[src/hw/pic_regs.svh]
// constants for the pixel input capture block
`ifndef PIC_REGS_SVH
`define PIC_REGS_SVH
`define PIC_INDEX_W 8
`define PIC_OVL_W 4
`define PIC_BUF_DEPTH 2
`define PIC_OVL_MAIN 4'h0
`define PIC_SRC_W 2
// reset levels of the pin stages and the captured pixel
`define PIC_INDEX_RST 8'h00
`define PIC_OVL_RST 4'h0
`define PIC_BLANK_N_RST 1'b0
`define PIC_SYNC_N_RST 1'b1
`define PIC_PED_RST 1'b0
// bit positions of the low fields in the request word
`define PIC_POS_PED 0
`define PIC_POS_SYNC_OFF 1
`define PIC_POS_BLANK 2
`define PIC_POS_OVL 3
`endif

[src/hw/pic_pkg.sv]
// types for the pixel input capture block
package pic_pkg;
  // colour source for one pixel
  typedef enum logic [1:0] {
    PIC_SRC_MAIN = 2'b00,
    PIC_SRC_OVERLAY = 2'b01,
    PIC_SRC_BLANK = 2'b10
  } pic_src_t;
endpackage

[src/hw/pic_capture.sv]
// pixel port capture and lookup request forming
// How it works
// - index, overlay select, blank and sync are registered together each rising clock edge.
// - a captured blank low forces the converters to the blanking level for that pixel.
// - while blank is low the index and overlay select do not reach the outputs.
// - the pedestal select picks 0 IRE when low and 7.5 IRE when high.
// - a captured sync low turns off the 40 IRE current step for that pixel.
// - sync removes only its own step and changes neither blanking nor colour source.
// - the captured index selects one of 256 main palette entries, bit 0 least significant.
// - the overlay select picks the palette, and the index is ignored for overlay colours.
`timescale 1ns/1ps
`include "pic_regs.svh"
module pic_capture
  import pic_pkg::*;
(
  input wire logic sys_clk_i,
  input wire logic rst_i,
  input wire logic [`PIC_INDEX_W-1:0] pixel_index_i,
  input wire logic [`PIC_OVL_W-1:0] overlay_select_i,
  input wire logic blank_n_i,
  input wire logic sync_n_i,
  input wire logic pedestal_sel_i,
  output logic pix_valid_o,
  input wire logic pix_ready_i,
  output logic [`PIC_SRC_W-1:0] pix_source_o,
  output logic [`PIC_INDEX_W-1:0] pix_index_o,
  output logic [`PIC_OVL_W-1:0] pix_overlay_o,
  output logic pix_blank_o,
  output logic pix_sync_off_o,
  output logic pix_pedestal_o,
  output logic overrun_o
);
  // request word: source, index, overlay, blank, sync off, pedestal
  localparam int WORD_W = `PIC_SRC_W + `PIC_INDEX_W + `PIC_OVL_W + 3;

  // pin synchronisers: first stage feeds only the second
  logic [`PIC_INDEX_W-1:0] idx_s1;
  logic [`PIC_INDEX_W-1:0] idx_s2;
  logic [`PIC_OVL_W-1:0] ovl_s1;
  logic [`PIC_OVL_W-1:0] ovl_s2;
  logic blank_n_s1;
  logic blank_n_s2;
  logic sync_n_s1;
  logic sync_n_s2;
  logic ped_s1;
  logic ped_s2;

  // captured pixel
  logic cap_valid;
  logic [`PIC_INDEX_W-1:0] cap_index;
  logic [`PIC_OVL_W-1:0] cap_overlay;
  logic cap_blank_n;
  logic cap_sync_n;
  logic cap_ped;

  // formed request
  pic_src_t next_source;
  logic [`PIC_INDEX_W-1:0] next_index;
  logic [`PIC_OVL_W-1:0] next_overlay;
  logic [WORD_W-1:0] next_word;
  logic [WORD_W-1:0] buf_word;
  logic buf_in_ready;
  logic overrun;

  // pick the colour source; blanking wins over everything
  function automatic pic_src_t pic_pick_source(input logic blank_n,
                                               input logic [`PIC_OVL_W-1:0] ovl);
    if (!blank_n) pic_pick_source = PIC_SRC_BLANK;
    else if (ovl == `PIC_OVL_MAIN) pic_pick_source = PIC_SRC_MAIN;
    else pic_pick_source = PIC_SRC_OVERLAY;
  endfunction

  // pack one request word, source in the top bits
  function automatic logic [WORD_W-1:0] pic_pack_word(input pic_src_t src,
                                                      input logic [`PIC_INDEX_W-1:0] idx,
                                                      input logic [`PIC_OVL_W-1:0] ovl,
                                                      input logic blank,
                                                      input logic sync_off,
                                                      input logic ped);
    pic_pack_word = {src, idx, ovl, blank, sync_off, ped};
  endfunction

  // index pins, two flops before use
  always_ff @(posedge sys_clk_i or posedge rst_i) begin
    if (rst_i) begin
      idx_s1 <= `PIC_INDEX_RST;
      idx_s2 <= `PIC_INDEX_RST;
    end else begin
      idx_s1 <= pixel_index_i;
      idx_s2 <= idx_s1;
    end
  end

  // overlay select pins, two flops before use
  always_ff @(posedge sys_clk_i or posedge rst_i) begin
    if (rst_i) begin
      ovl_s1 <= `PIC_OVL_RST;
      ovl_s2 <= `PIC_OVL_RST;
    end else begin
      ovl_s1 <= overlay_select_i;
      ovl_s2 <= ovl_s1;
    end
  end

  // blank pin; resets low so stale colour never leaves after reset
  always_ff @(posedge sys_clk_i or posedge rst_i) begin
    if (rst_i) begin
      blank_n_s1 <= `PIC_BLANK_N_RST;
      blank_n_s2 <= `PIC_BLANK_N_RST;
    end else begin
      blank_n_s1 <= blank_n_i;
      blank_n_s2 <= blank_n_s1;
    end
  end

  // sync pin; resets high so no false sync step
  always_ff @(posedge sys_clk_i or posedge rst_i) begin
    if (rst_i) begin
      sync_n_s1 <= `PIC_SYNC_N_RST;
      sync_n_s2 <= `PIC_SYNC_N_RST;
    end else begin
      sync_n_s1 <= sync_n_i;
      sync_n_s2 <= sync_n_s1;
    end
  end

  // pedestal pin, two flops before use
  always_ff @(posedge sys_clk_i or posedge rst_i) begin
    if (rst_i) begin
      ped_s1 <= `PIC_PED_RST;
      ped_s2 <= `PIC_PED_RST;
    end else begin
      ped_s1 <= pedestal_sel_i;
      ped_s2 <= ped_s1;
    end
  end

  // a pixel is captured on every edge once out of reset
  always_ff @(posedge sys_clk_i or posedge rst_i) begin
    if (rst_i) begin
      cap_valid <= 1'b0;
    end else begin
      cap_valid <= 1'b1;
    end
  end

  // all five captured signals land in one edge so they stay aligned
  always_ff @(posedge sys_clk_i or posedge rst_i) begin
    if (rst_i) begin
      cap_index <= `PIC_INDEX_RST;
      cap_overlay <= `PIC_OVL_RST;
      cap_blank_n <= `PIC_BLANK_N_RST;
      cap_sync_n <= `PIC_SYNC_N_RST;
      cap_ped <= `PIC_PED_RST;
    end else begin
      cap_index <= idx_s2;
      cap_overlay <= ovl_s2;
      cap_blank_n <= blank_n_s2;
      cap_sync_n <= sync_n_s2;
      cap_ped <= ped_s2;
    end
  end

  // form the request; index and overlay zeroed when unused
  always_comb begin
    next_source = pic_pick_source(cap_blank_n, cap_overlay);
    next_index = 8'h00;
    next_overlay = 4'h0;
    case (next_source)
      PIC_SRC_MAIN: begin
        next_index = cap_index;
      end
      PIC_SRC_OVERLAY: begin
        next_overlay = cap_overlay;
      end
      PIC_SRC_BLANK: begin
        next_index = `PIC_INDEX_RST;
        next_overlay = `PIC_OVL_RST;
      end
      default: begin
        next_index = `PIC_INDEX_RST;
        next_overlay = `PIC_OVL_RST;
      end
    endcase
    // sync only adds its own bit, source untouched
    next_word = pic_pack_word(next_source, next_index, next_overlay, ~cap_blank_n,
                              ~cap_sync_n, cap_ped);
  end

  // pixels keep coming; a full buffer drops one and flags it
  always_ff @(posedge sys_clk_i or posedge rst_i) begin
    if (rst_i) begin
      overrun <= 1'b0;
    end else begin
      overrun <= cap_valid && !buf_in_ready;
    end
  end
  // registered flag, high one cycle per dropped pixel
  assign overrun_o = overrun;

  pic_skid_buffer #(
    .WIDTH(WORD_W)
  ) u_buf (
    .sys_clk_i(sys_clk_i),
    .rst_i(rst_i),
    .in_valid_i(cap_valid),
    .in_ready_o(buf_in_ready),
    .in_data_i(next_word),
    .out_valid_o(pix_valid_o),
    .out_ready_i(pix_ready_i),
    .out_data_o(buf_word)
  );

  // unpack the buffered word: colour request fields
  assign pix_source_o = buf_word[WORD_W-1 -: `PIC_SRC_W];
  assign pix_index_o = buf_word[WORD_W-1-`PIC_SRC_W -: `PIC_INDEX_W];
  assign pix_overlay_o = buf_word[`PIC_POS_OVL +: `PIC_OVL_W];

  // converter controls, one bit each
  assign pix_blank_o = buf_word[`PIC_POS_BLANK];
  assign pix_sync_off_o = buf_word[`PIC_POS_SYNC_OFF];
  assign pix_pedestal_o = buf_word[`PIC_POS_PED];
endmodule

[src/hw/pic_skid_buffer.sv]
// two-entry valid/ready buffer for formed pixel words
`timescale 1ns/1ps
`include "pic_regs.svh"
module pic_skid_buffer #(
  parameter int WIDTH = 20
) (
  input wire logic sys_clk_i,
  input wire logic rst_i,
  input wire logic in_valid_i,
  output logic in_ready_o,
  input wire logic [WIDTH-1:0] in_data_i,
  output logic out_valid_o,
  input wire logic out_ready_i,
  output logic [WIDTH-1:0] out_data_o
);
  logic [WIDTH-1:0] mem [0:1];
  logic wr_ptr;
  logic rd_ptr;
  logic [1:0] count;
  logic push;
  logic pop;

  // handshakes are combinational, data leaves from flip-flops
  assign in_ready_o = (count != 2'(`PIC_BUF_DEPTH)); // ignores a same-edge pop: short path
  assign out_valid_o = (count != 2'h0);
  assign out_data_o = mem[rd_ptr];
  assign push = in_valid_i && in_ready_o;
  assign pop = out_valid_o && out_ready_i;

  // storage, written by index
  always_ff @(posedge sys_clk_i or posedge rst_i) begin
    if (rst_i) begin
      mem[0] <= '0;
      mem[1] <= '0;
    end else if (push) begin
      mem[wr_ptr] <= in_data_i;
    end
  end

  // pointers and fill level
  always_ff @(posedge sys_clk_i or posedge rst_i) begin
    if (rst_i) begin
      wr_ptr <= 1'b0;
      rd_ptr <= 1'b0;
      count <= 2'h0;
    end else begin
      if (push) wr_ptr <= ~wr_ptr;
      if (pop) rd_ptr <= ~rd_ptr;
      if (push && !pop) count <= count + 2'h1;
      else if (pop && !push) count <= count - 2'h1;
    end
  end
endmodule

[config.mk]
export PLATFORM = sky130hd
export DESIGN_NAME = pic_capture
export DESIGN_NICKNAME = d
export VERILOG_FILES = /design/src/hw/pic_pkg.sv /design/src/hw/pic_capture.sv /design/src/hw/pic_skid_buffer.sv
export VERILOG_INCLUDE_DIRS = /design/src /design/src/hw
export SDC_FILE = /design/constraint.sdc
export NUM_CORES = 1
export LEC_CHECK = 0
export ABC_AREA = 1
export BUFFER_PORTS_ARGS = -buffer_cell sky130_fd_sc_hd__clkbuf_2
export CAP_MARGIN = 10
export CORE_MARGIN = 4
export CORE_UTILIZATION = 25
export CTS_CLUSTER_SIZE = 10
export DETAILED_ROUTE_END_ITERATION = 8
export HOLD_SLACK_MARGIN = 0.02
export PLACE_DENSITY_LB_ADDON = 0.3
export SKIP_LAST_GASP = 1
export SLEW_MARGIN = 20
export SYNTH_ARGS = -nofsm -noshare
export SYNTH_HDL_FRONTEND = slang
export SYNTH_SLANG_ARGS = --single-unit
[constraint.sdc]
create_clock -name sys_clk_i -period 5 [get_ports sys_clk_i]
set_clock_uncertainty 0.2 [all_clocks]
set_input_delay 0.25 -clock sys_clk_i [delete_from_list [all_inputs] [get_ports sys_clk_i]]
set_output_delay 0.25 -clock sys_clk_i [all_outputs]
set_load 0.01 [all_outputs]
==> metrics, run 1 <==
fin crit share 50.7%; Slew Limit Fails 0; Yosys reg bits 83; Hold Path Class input pin to register; wire length per cell 10.9 µm; GR Layer Usage met2 13.5%; leakage 1.92 nW; Worst Path Required 4.55 ns; Yosys cell types 24; DR iter-0 viols 86; gr ovfl total 0; RSZ-0062 raised after global routing no; MaxCap Viol Count 0; final WL 5220 µm; DIE WIDTH 116 µm; synth cell count leaders nand2_1 (121), dfrtp_1 (80), inv_1 (19), o21ai_0 (12), nor2_1 (11); Synth Net Count between 200 and 300; die height 116 µm; fmax 0.395 GHz; critical path's most frequent cell nand2_1; Pwr Density 513 nW/µm²; first drt pass iteration count 5; WP depth 4; latest clock arrival within the worst-skew pair 0.33 ns; Synth-to-Final Area Change 27.1%; CP Buf/Inv Count 2; cell with the most instances after synthesis nand2_1; CP max FO 18; gr busiest metal met2; synthesized netlist cell count 274; layout cells sized above 1 between 15 and 20%; first-pass GRT wire length 9170 µm; YS warnings 0; deepest clock path buffer count 2; Synth Cell Area between 2000 and 3000 µm²; # IOs 37; Fin Setup TNS 0 ns; H-tree levels 3; critical path type register to primary output; hold depth 3; maximum VDD drop around 0.16 mV; via/cell ratio 3.90; crit start category register; Synth area leader dfrtp_1; largest net degree at the start of global routing 84; worst-path cell chain clkinv_1 > nand2_1 > nand2_1 > clkbuf_2; dpl hpwl 3310 µm; CP max stage delay 0.73 ns; met1 Usage GRT approximately 11%; row count 39; starting density of the core between 20% and 30%; fin util 32.4%; clk root buf clkbuf_16; core box area 11,400 µm²; Synth top area share roughly 69%; cts repair resizes 0; status completed; antenna viol nets, final 0; Reg2Reg Depth 2; Post-synth top flop dfrtp_1; clock buffer count from CTS 9; CP max stage cell dfrtp_1; GPL Wtd Cong 0.744; Nets 349; slew at the pin closest to its max-slew limit approximately 0.84 ns; initial antenna violation count 0; GRT Total Usage 8.96%; number of port buffers 36; crit end category primary output; Avg Synthesized Cell Area approximately 11 µm²; via count between 1,500 and 2,000; DRC errors left 0; EDFF count, synth 0; Critical Path AT 2.08 ns; top cell family by delay on the critical path buffers and inverters; die area between 10,000 and 15,000 µm²; FFs w/ async S/R, synth between 90% and 100%; Final setup viols 0; minimum clock period 2.53 ns; clk slew on worst S/H paths 0.05 ns; M3 GR Usage 1.46%; ranking of synthesized cells by area dfrtp_1 (69%), nand2_1 (16%), dfstp_2 (2.7%), inv_1 (2.5%), o21ai_0 (2.1%); final hold vios 0; fillers ~1,200; relative slew slack 43.9%; CTS tree built; CTS sink count 83; setup bufs post-CTS 0; ANT cells 0; sequential share of the synthesized area 71.8%; via count of the first global-routing pass 1,939
-- registers in the layout, summed over array words and instances (netlist names), 2 cells and up --
register     cells
u_buf.mem       32
cap_index        8
idx_s1           8
idx_s2           8
cap_overlay      4
ovl_s1           4
ovl_s2           4
u_buf.count      2
-- worst min-delay path, delay by kind of cell --
| family | cells | cell delay [ns] |
|---|---|---|
| and+or+nand+nor | 1 | 0.10 |
| xor gates and xnor gates | 1 | 0.08 |
| buffers and inverters | 1 | 0.08 |
-- kinds of logic after synthesis --
family / synth area share, %
flip-flops: 71.8
other: 0.129
buffers and inverters: 5.01
AND/OR/NAND/NOR: 18.9
XOR/XNOR: 0.907
AO/OA/AOI/OAI: 2.89
adder cells (fa/ha/maj): 0.432
-- final timing paths --
kind / startpoint / end / slack, ns
max: u_buf.rd_ptr / pix_overlay_o[0] / 2.47
max in group asynchronous: rst_i / u_buf.rd_ptr / 3.62
max reg2reg: u_buf.rd_ptr / u_buf.rd_ptr / 3.00
min: pix_ready_i / u_buf.rd_ptr / 0.03
min in group asynchronous: rst_i / ovl_s1[1] / 0.43
min reg2reg: ovl_s1[2] / ovl_s2[2] / 0.15
-- final cells by class --
class	instances	area, µm²	share of cell area [%]
timing repair buffer	53	352	9.54
multi-input combinational	160	673	18.3
tap	143	179	4.86
clock inverter	2	35.0	0.951
clock buffer	14	274	7.44
inverter	23	90.1	2.45
sequential	83	2080	56.5
-- report_power, final --
part | total (W) | switching, W | internal (W)
combinational | 0.000376 | 0.000242 | 0.000134
sequential | 0.000848 | 0.0000737 | 0.000774
clock | 0.000666 | 0.000240 | 0.000427
-- what timing repair did --
item | in CTS | in global routing
setup endpoints to repair | 0 | 0
hold endpoints to repair | 15 | 80
hold buffers | 15 | 1
-- metrics by stage --
stage          power, W  worst slack, ns  hold WS (ns)  cells  area (µm²)
2_1_floorplan   0.00112             2.42        0.0545    274        2900
3_3_place_gp    0.00123             2.83         0.135    446        3210
3_5_place_dp    0.00124             2.76         0.135    446        3210
4_1_cts         0.00193             2.41        0.0248    477        3670
5_1_grt         0.00201             2.20        0.0548    478        3680
6_report        0.00189             2.47        0.0268    478        3680
-- layer usage --
metal | share of wire, % | wire length [µm]
met1 | 49 | 2550
met2 | 45 | 2340
met3 | 2.3 | 122
met4 | 4.0 | 209
met5 | 0 | 0
-- cell usage in the layout, fill, tap and decap left out --
| cell | n |
|---|---|
| nand2_4 | 1 |
| clkinv_1 | 1 |
| clkbuf_8 | 3 |
| o21ai_1 | 3 |
| inv_1 | 18 |
| inv_4 | 1 |
| nand4_1 | 2 |
| clkbuf_2 | 36 |
| conb_1 | 1 |
| bufinv_16 | 1 |
| nand3_1 | 2 |
| ha_1 | 1 |
| nor2_1 | 11 |
| dlygate4sd3_1 | 16 |
| inv_2 | 2 |
| clkbuf_1 | 2 |
| clkbuf_16 | 9 |
| buf_6 | 1 |
| nand2_1 | 121 |
| clkinv_2 | 2 |
| xnor2_1 | 1 |
| dfrtp_1 | 80 |
| dfstp_2 | 3 |
| xor2_1 | 2 |
| o21ai_2 | 1 |
| nand3_2 | 1 |
| o21ai_0 | 12 |
| nand3b_1 | 1 |
No activity file was read; power rests on OpenSTA's default activity.
==> run 2: changes to the inputs <==
==> constraint.sdc (replaced) <==
create_clock -name sys_clk_i -period 2.5 [get_ports sys_clk_i]
set_clock_uncertainty 0.2 [all_clocks]
set_input_delay 0.125 -clock sys_clk_i [delete_from_list [all_inputs] [get_ports sys_clk_i]]
set_output_delay 0.125 -clock sys_clk_i [all_outputs]
set_load 0.01 [all_outputs]
==> metrics, run 2 (same netlist as run 1, synthesis figures left out) <==
final WL 5140 µm (-1.7%); clock buffer count from CTS 9 (unchanged); core box area 11,400 µm² (unchanged); die area 13,400 µm² (unchanged); via count 1,856 (-0.48%); largest register by flop count u_buf.mem; deepest clock path buffer count 2 (unchanged); first drt pass iteration count 4 (-1); Slew Limit Fails 0 (unchanged); setup bufs post-CTS 0 (unchanged); leakage 1.91 nW (-0.34%); max reg flops 32 (unchanged); crit start category register; design area 3690 µm² (about the same); # IOs 37 (unchanged); WP depth 6 (+2); GPL Wtd Cong 0.731 (-1.7%); layout cells sized above 1 19.2% (+0.97 points); clk slew on worst S/H paths 0.06 ns (about the same); worst-path cell chain inv_2 > nand2_4 > nand3_1 > inv_4 > nand2_1 > nand2_1; cts repair resizes 0 (unchanged); crit end category register; Setup WS post-layout 0.654 ns (-1.81 ns); top cell family by delay on the critical path simple AND/OR/NAND/NOR gates; number of port buffers 36 (unchanged); first-pass GRT wire length 8850 µm (-3.5%); H-tree levels 3 (unchanged); fillers 1,176 (-1.1%); r2r setup slk 0.65 ns (-2.35 ns); CTS sink count 83 (unchanged); via/cell ratio 3.85 (-1.3%); via count of the first global-routing pass 1,821 (-6.1%); maximum VDD drop 0.357 mV (+120%); highest-count cells in the layout ignoring fill and taps nand2_1 (121), dfrtp_1 (80), clkbuf_2 (36); Final Hold Slack 0.142 ns (+0.115 ns); starting density of the core 25.5% (unchanged); initial antenna violation count 0 (unchanged); Nets 353 (+1.1%); antenna viol nets, final 0 (unchanged); Post-Place Cells 449 (+0.67%); Worst Path Required 2.57 ns (-1.98 ns); fin crit share between 70% and 80%; largest net degree at the start of global routing 47 (-44%); Layout Cells excl Fill 482 (+0.84%); Pwr Density 988 nW/µm² (+93%); status completed; MaxCap Viol Count 0 (unchanged); DRC errors left 0 (unchanged); Final setup viols 0 (unchanged); critical path type register to register; fmax between 0.5 and 0.6 GHz; hold depth 0 (-3); gr ovfl total 0 (unchanged); DIE WIDTH 116 µm (unchanged); hold-fix buffers at CTS 17 (+2); Hold Path Class register to register; Reg2Reg Depth 6 (+4); latest clock arrival within the worst-skew pair 0.32 ns (about the same); dpl hpwl 3500 µm (+5.8%); DP Area 3250 µm² (+1.1%); Fin Setup TNS 0 ns (unchanged); most common cell after layout, fill and taps aside nand2_1; minimum clock period 1.85 ns; Synth-to-Final Area Change 27.1% (about the same); ANT cells 0 (unchanged); CP max FO 20 (+2); clk root buf clkbuf_16; CTS tree built; RSZ-0062 raised after global routing no; pre-CTS setup slack 0.629 ns (-2.13 ns); final hold vios 0 (unchanged); die height 116 µm (unchanged); wire length per cell 10.7 µm (-2.5%); relative slew slack 45.4% (+1.6 points); Critical Path AT 1.91 ns (-0.17 ns); slew at the pin closest to its max-slew limit 0.816 ns (-0.0234 ns); CP max stage cell nand3_1; row count 39 (unchanged); CP max stage delay 0.58 ns (-0.15 ns); critical path's most frequent cell nand2_1; DR iter-0 viols 64 (-26%); CP Buf/Inv Count 2 (unchanged); GRT Total Usage 8.58% (-0.38 points)
## run 2: path summary, 6_finish.rpt
| kind | to | startpoint |
|---|---|---|
| max | u_buf.mem[12] | u_buf.count[0] |
| min | cap_index[4] | idx_s2[4] |
| max reg2reg | u_buf.mem[12] | u_buf.count[0] |
| min reg2reg | cap_index[4] | idx_s2[4] |
| max in group asynchronous | cap_index[3] | rst_i |
| min in group asynchronous | ovl_s1[2] | rst_i |
## run 2: final cells by class
class,count,area [µm²],share of cell area (%)
Timing Repair Buffer,57,393,10.7
Sequential cell,83,2080,56.4
Multi-Input combinational cell,160,673,18.3
Tap cell,143,179,4.85
Inverter,23,90.1,2.44
Clock buffer,10,229,6.21
Clock inverter,6,41.3,1.12
## run 2: power breakdown
part	switching (W)	total, W	internal, W	leakage, nW
sequential	0.000104	0.00165	0.00155	1.02
combinational	0.000532	0.000822	0.000290	0.769
clock	0.000496	0.00117	0.000671	0.125
## run 2: metal layers
layer | global-route usage (%) | vias to the layer above | part of all wire, %
met5 | 0 | - | 0
met4 | 4.64 | 0 | 2.3
met3 | 2.40 | 7 | 3.2
met2 | 12.9 | 29 | 46
met1 | 11.2 | 866 | 48
li1 | - | 954 | -
## run 2: through the flow
| stage | util (%) | power [W] |
|---|---|---|
| 2_1_floorplan | - | 0.00224 |
| 3_5_place_dp | 28.5 | 0.00250 |
| 4_1_cts | 32.4 | 0.00372 |
| 6_report | 32.4 | 0.00364 |
| 5_1_grt | 32.4 | 0.00390 |
| 3_3_place_gp | 28.5 | 0.00248 |
==> run 3: changes to the inputs <==
==> constraint.sdc (replaced) <==
create_clock -name sys_clk_i -period 1.81 [get_ports sys_clk_i]
set_clock_uncertainty 0.2 [all_clocks]
set_input_delay 0.0905 -clock sys_clk_i [delete_from_list [all_inputs] [get_ports sys_clk_i]]
set_output_delay 0.0905 -clock sys_clk_i [all_outputs]
set_load 0.01 [all_outputs]
==> metrics, run 3 (same netlist as run 1, synthesis figures left out) <==
status completed; H-tree levels 3 (unchanged); first drt pass iteration count 4 (unchanged); Pwr Density 1460 nW/µm² (+47%); fmax 0.613 GHz (+13%); latest clock arrival within the worst-skew pair 0.33 ns (about the same); CTS tree built; die height 116 µm (unchanged); # IOs 37 (unchanged); Slew Limit Fails 0 (unchanged); clk root buf clkbuf_16; fillers 1,178 (+0.17%); leakage 1.96 nW (+2.5%); largest register by flop count u_buf.mem; most common cell after layout, fill and taps aside nand2_1; pre-CTS setup slack 0.193 ns (-0.436 ns); MaxCap Viol Count 0 (unchanged); final WL 5370 µm (+4.5%); ANT cells 0 (unchanged); Synth-to-Final Area Change 30.7%; Nets 355 (+0.57%); Worst Path Required 1.82 ns (-0.75 ns); wire length per cell 11.1 µm (+4.1%); clk slew on worst S/H paths 0.06 ns (about the same); crit start category register; maximum VDD drop 0.554 mV (+55%); setup bufs post-CTS 0 (unchanged); via count of the first global-routing pass 1,853 (+1.8%); via/cell ratio 3.83 (-0.57%); critical path type register to register; minimum clock period 1.63 ns (-0.215 ns); fin crit share 90.1% (+16 points); initial antenna violation count 0 (unchanged); deepest clock path buffer count 2 (unchanged); core box area 11,400 µm² (unchanged); Critical Path AT 1.65 ns (-0.26 ns); Final Power 0.00552 W (+52%); DRC errors left 0 (unchanged); Hold Path Class register to register; slew at the pin closest to its max-slew limit 0.587 ns (-0.230 ns); clock buffer count from CTS 9 (unchanged); via count 1,853 (-0.16%); die area 13,400 µm² (unchanged); worst-path cell chain inv_2 > nand2_4 > nand2_1 > inv_1 > ha_1 > nand3b_1 > xor2_1; largest net degree at the start of global routing 35 (-26%); DR iter-0 viols 71 (+11%); hold-fix buffers at CTS 17 (unchanged); max reg flops 32 (unchanged); highest-count cells in the layout ignoring fill and taps nand2_1 (121), dfrtp_1 (80), clkbuf_2 (36); CTS sink count 83 (unchanged); CP max stage cell dfrtp_1; Fin Setup TNS 0 ns (unchanged); GRT Total Usage 8.88% (+0.30 points); gr ovfl total 0 (unchanged); number of port buffers 36 (unchanged); dpl hpwl 3590 µm (+2.7%); design area 3790 µm² (+2.8%); RSZ-0062 raised after global routing no; crit end category register; first-pass GRT wire length 9040 µm (+2.1%); CP max stage delay 0.40 ns (-0.18 ns); relative slew slack 60.8% (+15 points); starting density of the core 25.5% (unchanged); Final setup viols 0 (unchanged); cts repair resizes 0 (unchanged); Setup WS post-layout 0.178 ns (-0.475 ns); antenna viol nets, final 0 (unchanged); row count 39 (unchanged); DP Area 3280 µm² (+0.93%); DIE WIDTH 116 µm (unchanged); CP max FO 6 (-70%); final hold vios 0 (unchanged); GPL Wtd Cong 0.758 (+3.7%); layout cells sized above 1 19.4% (+0.18 points)
[run 3: where the power goes]
part	internal (W)	total [W]	switching (W)	leakage, nW
clock	0.00139	0.00207	0.000680	0.163
sequential	0.00214	0.00229	0.000152	1.02
combinational	0.000425	0.00116	0.000738	0.779
[run 3: per-stage QoR]
stage	hold WS (ns)	instances	util [%]
2_1_floorplan	-0.105	274	-
3_3_place_gp	-0.0195	451	28.8
3_5_place_dp	-0.0154	451	28.8
4_1_cts	0.146	484	33.3
5_1_grt	0.150	484	33.3
6_report	0.144	484	33.3
[run 3: final timing paths]
| kind | end | start | slack (ns) | depth (start not counted) |
|---|---|---|---|---|
| worst min-delay path | cap_index[1] | idx_s2[1] | 0.14 | 0 |
| min in group asynchronous | u_buf.wr_ptr | rst_i | 0.17 | 3 |
| worst min register to register | cap_index[1] | idx_s2[1] | 0.14 | 0 |
| max in group asynchronous | sync_n_s1 | rst_i | 0.63 | 4 |
| worst max register to register | u_buf.count[1] | u_buf.count[0] | 0.18 | 7 |
| worst max-delay path | u_buf.count[1] | u_buf.count[0] | 0.18 | 7 |
[run 3: critical path, delay by kind of cell, from the launching register on]
kind	cells	cell delay [ns]
adders and majority gates	1	0.29
and+or+nand+nor	3	0.33
xor gates and xnor gates	1	0.16
DFF	1	0.40
buffers and inverters	2	0.14
[run 3: area by class of cell]
class / count / area [µm²] / share of cell area, %
well taps: 143 / 179 / 4.72
inverters: 23 / 92.6 / 2.44
flip-flops and latches: 83 / 2080 / 54.9
multi-input cells: 160 / 673 / 17.8
repair buffers: 59 / 420 / 11.1
clock inverters: 4 / 97.6 / 2.58
clock buffers: 12 / 246 / 6.50
[run 3: per-layer routing]
metal	global-route usage [%]	up-vias	wire, µm
met1	11.9	861	2650
met5	0	-	0
met4	4.64	0	99
li1	-	950	-
met3	2.66	6	197
met2	13.0	36	2420
